<file path="config.mk">
export PLATFORM = sky130hd
export DESIGN_NAME = rtt_timer
export DESIGN_NICKNAME = d
export VERILOG_FILES = /design/src/rtt_pkg.sv /design/src/rtt_timer.sv /design/src/rtt_prescale.sv /design/src/rtt_ext_tick.sv
export SDC_FILE = /design/constraint.sdc
export NUM_CORES = 1
export LEC_CHECK = 0
export BUFFER_PORTS_ARGS = -buffer_cell sky130_fd_sc_hd__buf_2
export CAP_MARGIN = 10
export CORE_UTILIZATION = 35
export CTS_CLUSTER_SIZE = 30
export DETAILED_ROUTE_END_ITERATION = 10
export PLACE_DENSITY = 0.52
export SLEW_MARGIN = 20
export SYNTH_ARGS = -nofsm -noshare
export SYNTH_HDL_FRONTEND = slang
export SYNTH_HIERARCHICAL = 1
export SYNTH_SLANG_ARGS = --single-unit
</file>
<file path="constraint.sdc">
create_clock -name core_clk -period 2.75 [get_ports core_clk]
set_input_delay 0.275 -clock core_clk [delete_from_list [all_inputs] [get_ports core_clk]]
set_output_delay 0.275 -clock core_clk [all_outputs]
set_load 0.02 [all_outputs]
</file>
<file path="src/rtt_pkg.sv">
// Package with the register map, field positions and reset values.
//----------------------------------------------------------------------
//----------------------------------------------------------------------
package rtt_pkg;

   // Special function register addresses.
   localparam logic [7:0] ADDR_CONTROL = 8'hC8;
   localparam logic [7:0] ADDR_RELOAD_LOW = 8'hCA;
   localparam logic [7:0] ADDR_RELOAD_HIGH = 8'hCB;
   localparam logic [7:0] ADDR_COUNT_LOW = 8'hCC;
   localparam logic [7:0] ADDR_COUNT_HIGH = 8'hCD;

   // Control register field positions.
   localparam int BIT_HIGH_FLAG = 7;
   localparam int BIT_LOW_FLAG = 6;
   localparam int BIT_LOW_IRQ_EN = 5;
   localparam int BIT_SPLIT = 3;
   localparam int BIT_RUN = 2;
   localparam int BIT_EXT_SEL = 0;

   // Reset values and rollover constants.
   localparam logic [7:0] RESET_BYTE = 8'h00;
   localparam logic [7:0] BYTE_MAX = 8'hFF;
   localparam logic [15:0] WORD_MAX = 16'hFFFF;

   // Cycle counts of the two dividers.
   localparam int SYS_DIVIDE = 12;
   localparam int EXT_DIVIDE = 8;
   localparam logic [3:0] SYS_DIV_LAST = 4'(SYS_DIVIDE - 1);
   localparam logic [2:0] EXT_DIV_LAST = 3'(EXT_DIVIDE - 1);

endpackage

</file>
<file path="src/rtt_timer.sv">
// Auto-reload timer with 16-bit and split 8-bit modes on the SFR bus.
`timescale 1ns/100ps
module rtt_timer
(
   input wire logic core_clk,
   input wire logic reset,
   input wire logic [7:0] sfr_addr,
   input wire logic sfr_wr,
   input wire logic [7:0] sfr_wdata,
   input wire logic sfr_rd,
   output logic [7:0] sfr_rdata,
   input wire logic high_half_clock_select,
   input wire logic low_half_clock_select,
   input wire logic timer_irq_enable,
   input wire logic ext_osc,
   output logic irq_request
);

   //-------------------------------------------------------------------
   // State
   //-------------------------------------------------------------------

   // Control fields, the four data bytes, the registered read data and
   // the registered request all live in one packed record.
   typedef struct packed
   {
      logic high_overflow_flag;
      logic low_overflow_flag;
      logic low_interrupt_enable;
      logic split_control;
      logic run_control;
      logic external_clock_select;
      logic [7:0] timer_two_reload_low;
      logic [7:0] timer_two_reload_high;
      logic [7:0] timer_two_count_low;
      logic [7:0] timer_two_count_high;
      logic [7:0] rdata;
      logic irq;
   } rtt_state_t;

   rtt_state_t state;
   rtt_state_t next_state;

   // Every field leaves reset at its documented value: the timer is
   // stopped, both flags are clear and no request is pending.
   localparam rtt_state_t RESET_STATE =
   '{
      high_overflow_flag: 1'b0,
      low_overflow_flag: 1'b0,
      low_interrupt_enable: 1'b0,
      split_control: 1'b0,
      run_control: 1'b0,
      external_clock_select: 1'b0,
      timer_two_reload_low: rtt_pkg::RESET_BYTE,
      timer_two_reload_high: rtt_pkg::RESET_BYTE,
      timer_two_count_low: rtt_pkg::RESET_BYTE,
      timer_two_count_high: rtt_pkg::RESET_BYTE,
      rdata: rtt_pkg::RESET_BYTE,
      irq: 1'b0
   };

   // Tick strobes, decoded write strobes and the control read view.
   logic sys_div_tick;
   logic ext_div_tick;
   logic alt_tick;
   logic low_tick;
   logic high_tick;
   logic wr_control;
   logic wr_reload_low;
   logic wr_reload_high;
   logic wr_count_low;
   logic wr_count_high;
   logic [7:0] control_view;

   //-------------------------------------------------------------------
   // Clock sources
   //-------------------------------------------------------------------

   // System clock divided by twelve; it runs free, so a mode change
   // never restarts the alternate clock part way through a period.
   rtt_prescale u_prescale
   (
      .core_clk (core_clk),
      .reset (reset),
      .tick (sys_div_tick)
   );

   // External oscillator divided by eight, brought onto core_clk first.
   rtt_ext_tick u_ext_tick
   (
      .core_clk (core_clk),
      .reset (reset),
      .ext_osc (ext_osc),
      .tick (ext_div_tick)
   );

   // The alternate clock is shared by both halves; each half may instead
   // count on every system clock. Outside split mode the high half simply
   // follows the low half so its own select has no effect.
   always_comb
   begin
      alt_tick = state.external_clock_select ? ext_div_tick
                                             : sys_div_tick;
      low_tick = low_half_clock_select ? 1'b1 : alt_tick;
      if (state.split_control)
      begin
         high_tick = high_half_clock_select ? 1'b1 : alt_tick;
      end
      else
      begin
         high_tick = low_tick;
      end
   end

   //-------------------------------------------------------------------
   // Register decode
   //-------------------------------------------------------------------

   // Address decode for the five registers of the timer. Writes to any
   // other address are dropped without effect.
   always_comb
   begin
      wr_control = sfr_wr && (sfr_addr == rtt_pkg::ADDR_CONTROL);
      wr_reload_low = sfr_wr && (sfr_addr == rtt_pkg::ADDR_RELOAD_LOW);
      wr_reload_high = sfr_wr && (sfr_addr == rtt_pkg::ADDR_RELOAD_HIGH);
      wr_count_low = sfr_wr && (sfr_addr == rtt_pkg::ADDR_COUNT_LOW);
      wr_count_high = sfr_wr && (sfr_addr == rtt_pkg::ADDR_COUNT_HIGH);
   end

   // Read view of the control register; unused bits read as zero.
   always_comb
   begin
      control_view = 8'h00;
      control_view[rtt_pkg::BIT_HIGH_FLAG] = state.high_overflow_flag;
      control_view[rtt_pkg::BIT_LOW_FLAG] = state.low_overflow_flag;
      control_view[rtt_pkg::BIT_LOW_IRQ_EN] = state.low_interrupt_enable;
      control_view[rtt_pkg::BIT_SPLIT] = state.split_control;
      control_view[rtt_pkg::BIT_RUN] = state.run_control;
      control_view[rtt_pkg::BIT_EXT_SEL] = state.external_clock_select;
   end

   //-------------------------------------------------------------------
   // Next state
   //-------------------------------------------------------------------

   // Counting, reloads, flags, software writes and the read port. A
   // software write to a count register wins over a tick in the same
   // cycle, because software expects to see the value it wrote. A flag
   // set by hardware wins over a software clear in the same cycle, so
   // an overflow is never lost.
   always_comb
   begin
      logic set_high;
      logic set_low;
      logic [15:0] word_next;
      set_high = 1'b0;
      set_low = 1'b0;
      word_next = {state.timer_two_count_high, state.timer_two_count_low};
      next_state = state;

      if (!state.split_control)
      begin
         // One 16-bit counter, gated as a whole by the run bit.
         // The low byte's own rollover still raises the low flag.
         if (state.run_control && low_tick)
         begin
            set_low = (state.timer_two_count_low == rtt_pkg::BYTE_MAX);
            if (word_next == rtt_pkg::WORD_MAX)
            begin
               word_next = {state.timer_two_reload_high,
                            state.timer_two_reload_low};
               set_high = 1'b1;
            end
            else
            begin
               word_next = word_next + 16'h0001;
            end
         end
      end
      else
      begin
         // Low half ignores the run bit in split mode.
         if (low_tick)
         begin
            if (state.timer_two_count_low == rtt_pkg::BYTE_MAX)
            begin
               word_next[7:0] = state.timer_two_reload_low;
               set_low = 1'b1;
            end
            else
            begin
               word_next[7:0] = state.timer_two_count_low + 8'h01;
            end
         end
         // High half runs only while the run bit is set.
         if (state.run_control && high_tick)
         begin
            if (state.timer_two_count_high == rtt_pkg::BYTE_MAX)
            begin
               word_next[15:8] = state.timer_two_reload_high;
               set_high = 1'b1;
            end
            else
            begin
               word_next[15:8] = state.timer_two_count_high + 8'h01;
            end
         end
      end

      // Count registers: software writes take priority over counting.
      next_state.timer_two_count_low = wr_count_low ? sfr_wdata
                                                    : word_next[7:0];
      next_state.timer_two_count_high =
         wr_count_high ? sfr_wdata : word_next[15:8];

      // Reload registers.
      if (wr_reload_low)
      begin
         next_state.timer_two_reload_low = sfr_wdata;
      end
      if (wr_reload_high)
      begin
         next_state.timer_two_reload_high = sfr_wdata;
      end

      // Control register fields; bits 4 and 1 are not stored.
      if (wr_control)
      begin
         next_state.high_overflow_flag =
            sfr_wdata[rtt_pkg::BIT_HIGH_FLAG];
         next_state.low_overflow_flag =
            sfr_wdata[rtt_pkg::BIT_LOW_FLAG];
         next_state.low_interrupt_enable =
            sfr_wdata[rtt_pkg::BIT_LOW_IRQ_EN];
         next_state.split_control = sfr_wdata[rtt_pkg::BIT_SPLIT];
         next_state.run_control = sfr_wdata[rtt_pkg::BIT_RUN];
         next_state.external_clock_select =
            sfr_wdata[rtt_pkg::BIT_EXT_SEL];
      end
      // Hardware only ever sets the flags, and the set wins.
      if (set_high)
      begin
         next_state.high_overflow_flag = 1'b1;
      end
      if (set_low)
      begin
         next_state.low_overflow_flag = 1'b1;
      end

      // With the low enable set in 16-bit mode a full rollover raises
      // both flags at once; software is expected to keep that enable
      // clear there and must look at both flags to find the source.
      // Interrupt request follows the flags, not the vectoring, so it
      // stays high until software clears the flag that caused it (or the low enable, for the low flag) or timer_irq_enable drops.
      next_state.irq = timer_irq_enable &&
         (next_state.high_overflow_flag ||
          (next_state.low_interrupt_enable &&
           next_state.low_overflow_flag));

      // Registered read data; unmapped addresses read as zero.
      if (sfr_rd)
      begin
         unique case (sfr_addr)
            rtt_pkg::ADDR_CONTROL: next_state.rdata = control_view;
            rtt_pkg::ADDR_RELOAD_LOW:
               next_state.rdata = state.timer_two_reload_low;
            rtt_pkg::ADDR_RELOAD_HIGH:
               next_state.rdata = state.timer_two_reload_high;
            rtt_pkg::ADDR_COUNT_LOW:
               next_state.rdata = state.timer_two_count_low;
            rtt_pkg::ADDR_COUNT_HIGH:
               next_state.rdata = state.timer_two_count_high;
            default: next_state.rdata = 8'h00;
         endcase
      end
   end

   //-------------------------------------------------------------------
   // State register
   //-------------------------------------------------------------------

   // All registers take their documented reset values.
   always_ff @(posedge core_clk)
   begin
      if (reset)
      begin
         state <= RESET_STATE;
      end
      else
      begin
         state <= next_state;
      end
   end

   //-------------------------------------------------------------------
   // Outputs
   //-------------------------------------------------------------------

   // Both outputs come straight from the state register, so read data
   // and the request never glitch while the decode settles.
   assign sfr_rdata = state.rdata;
   assign irq_request = state.irq;

endmodule // rtt_timer

</file>
<file path="src/rtt_prescale.sv">
// System clock divider that gives one tick in every twelve cycles.
`timescale 1ns/100ps
module rtt_prescale
(
   input wire logic core_clk,
   input wire logic reset,
   output logic tick
);

   typedef struct packed
   {
      logic [3:0] count;
      logic tick;
   } rtt_pre_state_t;

   rtt_pre_state_t state;
   rtt_pre_state_t next_state;

   // Free-running so the alternate clock phase never depends on the mode.
   always_comb
   begin
      next_state = state;
      next_state.tick = (state.count == rtt_pkg::SYS_DIV_LAST);
      if (state.count == rtt_pkg::SYS_DIV_LAST)
      begin
         next_state.count = 4'h0;
      end
      else
      begin
         next_state.count = state.count + 4'h1;
      end
   end

   // State register.
   always_ff @(posedge core_clk)
   begin
      if (reset)
      begin
         state <= '0;
      end
      else
      begin
         state <= next_state;
      end
   end

   assign tick = state.tick;

endmodule // rtt_prescale

</file>
<file path="src/rtt_ext_tick.sv">
// Synchroniser and divide-by-eight for the external oscillator.
`timescale 1ns/100ps
module rtt_ext_tick
(
   input wire logic core_clk,
   input wire logic reset,
   input wire logic ext_osc,
   output logic tick
);

   typedef struct packed
   {
      logic sync_a;
      logic sync_b;
      logic sync_c;
      logic level;
      logic [2:0] count;
      logic tick;
   } rtt_ext_state_t;

   rtt_ext_state_t state;
   rtt_ext_state_t next_state;

   // A change is accepted only when the second and third stages agree,
   // which filters a single metastable sample.
   always_comb
   begin
      next_state = state;
      next_state.sync_a = ext_osc;
      next_state.sync_b = state.sync_a;
      next_state.sync_c = state.sync_b;
      next_state.tick = 1'b0;
      if ((state.sync_b == state.sync_c) && (state.sync_b != state.level))
      begin
         next_state.level = state.sync_b;
         if (state.sync_b)
         begin
            next_state.count = state.count + 3'h1;
            next_state.tick = (state.count == rtt_pkg::EXT_DIV_LAST);
         end
      end
   end

   // State register.
   always_ff @(posedge core_clk)
   begin
      if (reset)
      begin
         state <= '0;
      end
      else
      begin
         state <= next_state;
      end
   end

   assign tick = state.tick;

endmodule // rtt_ext_tick

</file>
==> impl_metrics.ini, run 1 <==
[run_status]
status = finished clean

[synth]
syn_area_per_cell_um2 = 8.58
synth_top_area_share_pct = 35.0
ys_seq_area_share_pct = 35.0
yosys-top-cells-count = 60 x dfxtp_1, 39 x nand2_1, 34 x a21oi_1, 27 x nand3_1, 21 x nor2_1
yosysMostFrequentCell = dfxtp_1
synth_nets = 429
synth_seq_cells = 60
synth_area_leaders = dfxtp_1 35%, a21oi_1 5.0%, nand2_1 4.3%, nand3_1 3.9%, o21ai_0 2.5%
synth_largest_area_cell = dfxtp_1
synth_cell_types = 74
yosys_warnings = 6
synthMuxAreaShare_pct = 2.88
async_reset_ff_share_pct = 0
netlist_instances = 400
synth_edf_count = 0
synthXorXnorAreaFrac_pct = 2.04
synth_compound_area_share_pct = 24.4
synthAdderAreaFrac_pct = 1.82
synth_area_mm2 = 0.00343
yosys.area_share.simple_pct = 27.3
synth_top_family_by_area = simple AND/OR/NAND/NOR gates
synth-main-ff-cell = dfxtp_1

[route]
drt-pass1-iter-count = 5
antenna_left = 0
wl_um = 10500
vias_per_cell = 5.91
wl_per_cell_um = 19.1
vias = 3237
first_iter_violations = 191
drc_errors = 0

[layout]
fin_cells = 548
antennaDiodeCount = 0
area_growth_syn_to_layout_pct = 9.96
finalNetCount = 444
layout-drive-gt1-share_pct = 16.5
final_area_mm2 = 0.00377
fill_cells = 1004

[critical_path]
worst_r2r_path_depth = 6
r2r_slack_ns = 0.56
r2r_start = state[9]
critical_path.cell_chain = ha_1 > and4_1 > nand2_1 > mux2_1 > a211oi_1 > a211oi_1
worstPathRequired_ns = 2.98
worstSetupPathType = reg2reg
path_max_fanout = 8
path_common_cell = a211oi_1
r2r-end = state[12]
worst_setup_path_start_kind = register
max_stage_delay_ns = 0.49
endpoint_kind = register
arrival_ns = 2.41
cp_slowest_cell = dfxtp_1

[timing]
slew_viol_final = 0
timing.final.crit_share_pct = 79.5
finalSetupViolations = 0
worst_pin_slew_ns = 0.694
slew_headroom_pct = 53.7
whs_ns = 0.140
min_period_ns = 2.19
finalClockSkew_ns = 0.0107
fin_tns_setup_ns = 0
finalHoldViolCount = 0
grt_setup_unrepaired = false
fmax_mhz = 457

[clock_tree]
clock-root-buffer = clkbuf_8
clockBufferDepth = 2
cts_tree = built
htreeDepth = 3
cts-resized-gates = 0
clock_latency_ns = 0.35
cts-buffers-inserted = 9
numClockSinks = 60
postCtsHoldBufs = 0
cts_setup_buffers = 0
clk_pin_slew_ns = 0.07

[grt]
grt.total_usage_pct = 22.0
antenna_found_initial = 0
grt_pass1_vias = 3075
use_met2_pct = 35.0
use_met3_pct = 5.55
grt_max_degree = 37
grt_pass1_wl_um = 16800
overflow = 0
busiest_layer = met2
use_met1_pct = 28.0

[placement]
portBuffers = 32
placed_area_mm2 = 0.00359
dp_cells = 533
gp_congestion = 0.928
hpwl_um = 7630

[die]
chipWidth_um = 101
die_h_um = 101
initial_core_util_pct = 36.6
coreArea_mm2 = 0.00937
rows = 35
dieArea_mm2 = 0.0102
io_pins = 33

[power_and_ir_drop]
powerDensity_mw_per_mm2 = 473
p_leak_nw = 1.31
vdd_drop_max_mv = 0.233

[flow_run]
maxCapViolations = 0

[worst_hold_path]
min-delay-start = ext_osc
holdPathEnd = u_ext_tick/next_state[6]
holdPathStages = 2
hp-class = in2reg
==> metrics by stage <==
step	setup slack (ns)	total power, mW	util, %
after CTS	0.612	1.80	40.3
after global placement	0.652	1.03	38.3
after global routing	0.486	1.87	40.3
after detailed placement	0.609	1.03	38.3
after floorplan	0.950	0.976	-
final	0.564	1.79	40.3
==> power by group <==
part / internal, mW / total (mW) / leakage [nW] / switching, mW
Sequential: 0.881 / 0.890 / 0.486 / 0.00842
Combinational: 0.0385 / 0.120 / 0.734 / 0.0810
Clock: 0.438 / 0.777 / 0.0935 / 0.338
Total: 1.36 / 1.79 / 1.31 / 0.428
==> registers in the layout, indices dropped and copies added (netlist names) <==
name / cells
control_view: 6
irq_request: 1
sfr_rdata: 8
state: 32
u_ext_tick/next_state: 2
u_ext_tick/state: 5
u_ext_tick/tick: 1
u_prescale/state: 4
u_prescale/tick: 1
==> worst max-delay path, delay by kind of cell, from the launching register on <==
kind            cells  cell delay [ns]
fa+ha+maj           1             0.25
flops               1             0.49
compound gates      2             0.34
mux                 1             0.38
simple gates        2             0.61
==> routing by layer <==
| metal | vias to the layer above | part of all wire [%] |
|---|---|---|
| li1 | 1528 | - |
| met1 | 1573 | 46 |
| met2 | 110 | 46 |
| met3 | 26 | 5.1 |
| met4 | 0 | 3.5 |
| met5 | - | 0 |
==> logic make-up after synthesis <==
logic type,Yosys count
multiplexers,9
XOR/XNOR,8
AND/OR/NAND/NOR,159
flip-flops,60
buffers and inverters,38
adder cells (fa/ha/maj),5
AO/OA/AOI/OAI,121
==> cell usage in the layout (no fill, tap or decap), types with 3 or more instances in the layout <==
master / Yosys / final
a211oi_1: 6 / 6
a21oi_1: 34 / 34
a221oi_1: 7 / 7
a22o_1: 5 / 5
a22oi_1: 7 / 7
a311oi_1: 5 / 5
a31oi_1: 8 / 8
and2_1: 5 / 5
and3_1: 4 / 4
and3b_1: 3 / 3
and4_1: 4 / 4
buf_2: 8 / 32
buf_4: 11 / 6
clkbuf_1: 11 / 3
clkbuf_8: 0 / 10
dfxtp_1: 60 / 60
ha_1: 5 / 5
mux2i_1: 5 / 5
nand2_1: 39 / 39
nand2b_1: 7 / 7
nand3_1: 27 / 27
nand3_2: 3 / 3
nand4_1: 7 / 7
nor2_1: 21 / 21
nor2b_1: 8 / 8
nor3_1: 6 / 6
nor4_4: 3 / 3
o211ai_1: 3 / 3
o21a_1: 3 / 3
o21ai_0: 17 / 17
o32ai_1: 4 / 4
or3_1: 3 / 3
xnor2_1: 3 / 3
xor2_1: 5 / 5
==> how the worst max path moves through the flow <==
stage | startpoint | end | cells after the start
2_1_floorplan | state[9] | state[12] | 7
3_3_place_gp | state[9] | state[12] | 6
3_5_place_dp | state[10] | state[12] | 6
4_1_cts | state[9] | state[12] | 6
5_1_grt | state[9] | state[12] | 6
6_report | state[9] | state[12] | 6
==> area by class of cell <==
type | count | area (µm²) | share of cell area [%]
Multi-Input combinational cell | 302 | 2010 | 53.2
Sequential cell | 60 | 1200 | 31.8
Timing Repair Buffer | 38 | 205 | 5.44
Tap cell | 129 | 161 | 4.28
Clock buffer | 13 | 149 | 3.95
Clock inverter | 2 | 35.0 | 0.929
Inverter | 4 | 15.0 | 0.398
Note: power is estimated with default switching activity, not from simulation.
==> run 2: changes to the inputs <==
PLACE_DENSITY = 0.54   (was 0.52)
clock period = 2 ns   (was 2.75 ns; I/O delays follow)
==> run 2 against run 1 <==
Compared with the run above: critical path depth did not move; sequential power up 37%; worst hold slack worse by 0.080 ns; combinational power increased by 41%; clock power grew 40%; die area did not move; total power increased by 39%; largest cell class unchanged.
==> impl_metrics.ini, run 2 (synthesis results as in run 1) <==
[run_status]
status = finished clean

[timing]
timing.final.crit_share_pct = 92.5
grt_setup_unrepaired = false
min_period_ns = 1.85
finalClockSkew_ns = 0.00799
fmax_mhz = 541
fin_tns_setup_ns = 0
worst_pin_slew_ns = 0.501
slew_headroom_pct = 66.6
slew_viol_final = 0
finalSetupViolations = 0
finalHoldViolCount = 0

[grt]
overflow = 0
grt_pass1_vias = 3241
grt.total_usage_pct = 22.3
antenna_found_initial = 0
grt_pass1_wl_um = 17100
grt_max_degree = 35

[placement]
portBuffers = 32
hpwl_um = 7890
dp_cells = 558
gp_congestion = 0.906

[clock_tree]
cts-resized-gates = 0
cts-buffers-inserted = 9
postCtsHoldBufs = 0
numClockSinks = 60
htreeDepth = 3
clock-root-buffer = clkbuf_8
clk_pin_slew_ns = 0.07
clockBufferDepth = 2
cts_setup_buffers = 0
clock_latency_ns = 0.35
cts_tree = built

[die]
dieArea_mm2 = 0.0102
chipWidth_um = 101
die_h_um = 101
io_pins = 33
rows = 35
initial_core_util_pct = 36.6
coreArea_mm2 = 0.00937

[layout]
finalNetCount = 469
largest_register = state
antennaDiodeCount = 0
seqCellArea_mm2 = 0.00120
area_growth_syn_to_layout_pct = 16.6
multi_input_area_mm2 = 0.00203
largest_reg_flops = 32
mostFrequentLayoutCell = dfxtp_1
utilization_pct = 42.7
fill_cells = 979
layout_common_cells = 60 x dfxtp_1, 37 x nand2_1, 34 x a21oi_1
fin_cells = 573
layout-drive-gt1-share_pct = 23.0

[critical_path]
cp_top_family = compound AO/OA/AOI/OAI gates
endpoint_kind = register
critical_path_buf_inv_count = 0
critical_path.cell_chain = ha_1 > and3_4 > a21oi_4 > o32ai_1 > or3_1 > o32ai_1
max_stage_delay_ns = 0.36
path_max_fanout = 6
worstPathRequired_ns = 2.26
cp_slowest_cell = dfxtp_1
worst_setup_path_start_kind = register
path_common_cell = o32ai_1
arrival_ns = 2.11
worstSetupPathType = reg2reg

[route]
first_iter_violations = 207
drc_errors = 0
drt-pass1-iter-count = 5
antenna_left = 0
wl_um = 10500
wl_per_cell_um = 18.3
vias = 3326
vias_per_cell = 5.80

[power_and_ir_drop]
p_leak_nw = 1.45
powerDensity_mw_per_mm2 = 620
vdd_drop_max_mv = 0.338

[worst_hold_path]
hp-class = in2reg

[flow_run]
maxCapViolations = 0
[run 2: worst reg2reg max path: cells and delay by family (launching register included)]
family / cells / cell delay [ns]
DFF: 1 / 0.36
adders and majority gates: 1 / 0.24
and+or+nand+nor: 2 / 0.53
AOI/OAI and AO/OA: 3 / 0.63
[run 2: path summary, 6_finish.rpt]
kind                            startpoint                  endpoint  slack (ns)  depth (start not counted)
hold reg to reg   u_ext_tick/next_state[6]  u_ext_tick/next_state[5]        0.46                          1
setup / recovery                 state[17]                 state[16]        0.15                          6
hold / removal                     ext_osc  u_ext_tick/next_state[6]        0.06                          2
setup reg to reg                 state[17]                 state[16]        0.15                          6
[run 2: cell type report]
class,count,share of cell area (%)
tap,129,4.04
clock inverter,5,1.31
multi-input combinational,302,50.7
timing repair buffer,63,10.1
sequential,60,30.0
clock buffer,10,3.44
inverter,4,0.375
[run 2: routing by layer]
metal	share of wire, %	track usage (%)	wire, µm	vias to the layer above
met1	42	27.1	4450	1603
met2	49	37.8	5110	126
met4	2.7	9.81	283	0
met3	6.3	4.85	666	22
met5	0	0	0	-
li1	-	-	-	1575
[run 2: through the flow]
stage	hold WS [ns]	power [mW]	worst slack [ns]	cell area [µm²]
3_3_place_gp	0.422	1.42	0.0576	3790
6_report	0.0607	2.48	0.150	4000
4_1_cts	0.0480	2.50	0.0116	3980
5_1_grt	0.0715	2.57	0.0115	4000
2_1_floorplan	0.269	1.34	0.200	3430
3_5_place_dp	0.427	1.42	0.0144	3790
[run 2: report_power, final]
part | switching (mW) | total (mW) | internal [mW]
Sequential | 0.0115 | 1.22 | 1.21
Clock | 0.491 | 1.09 | 0.595
Combinational | 0.110 | 0.169 | 0.0588
Total | 0.613 | 2.48 | 1.87
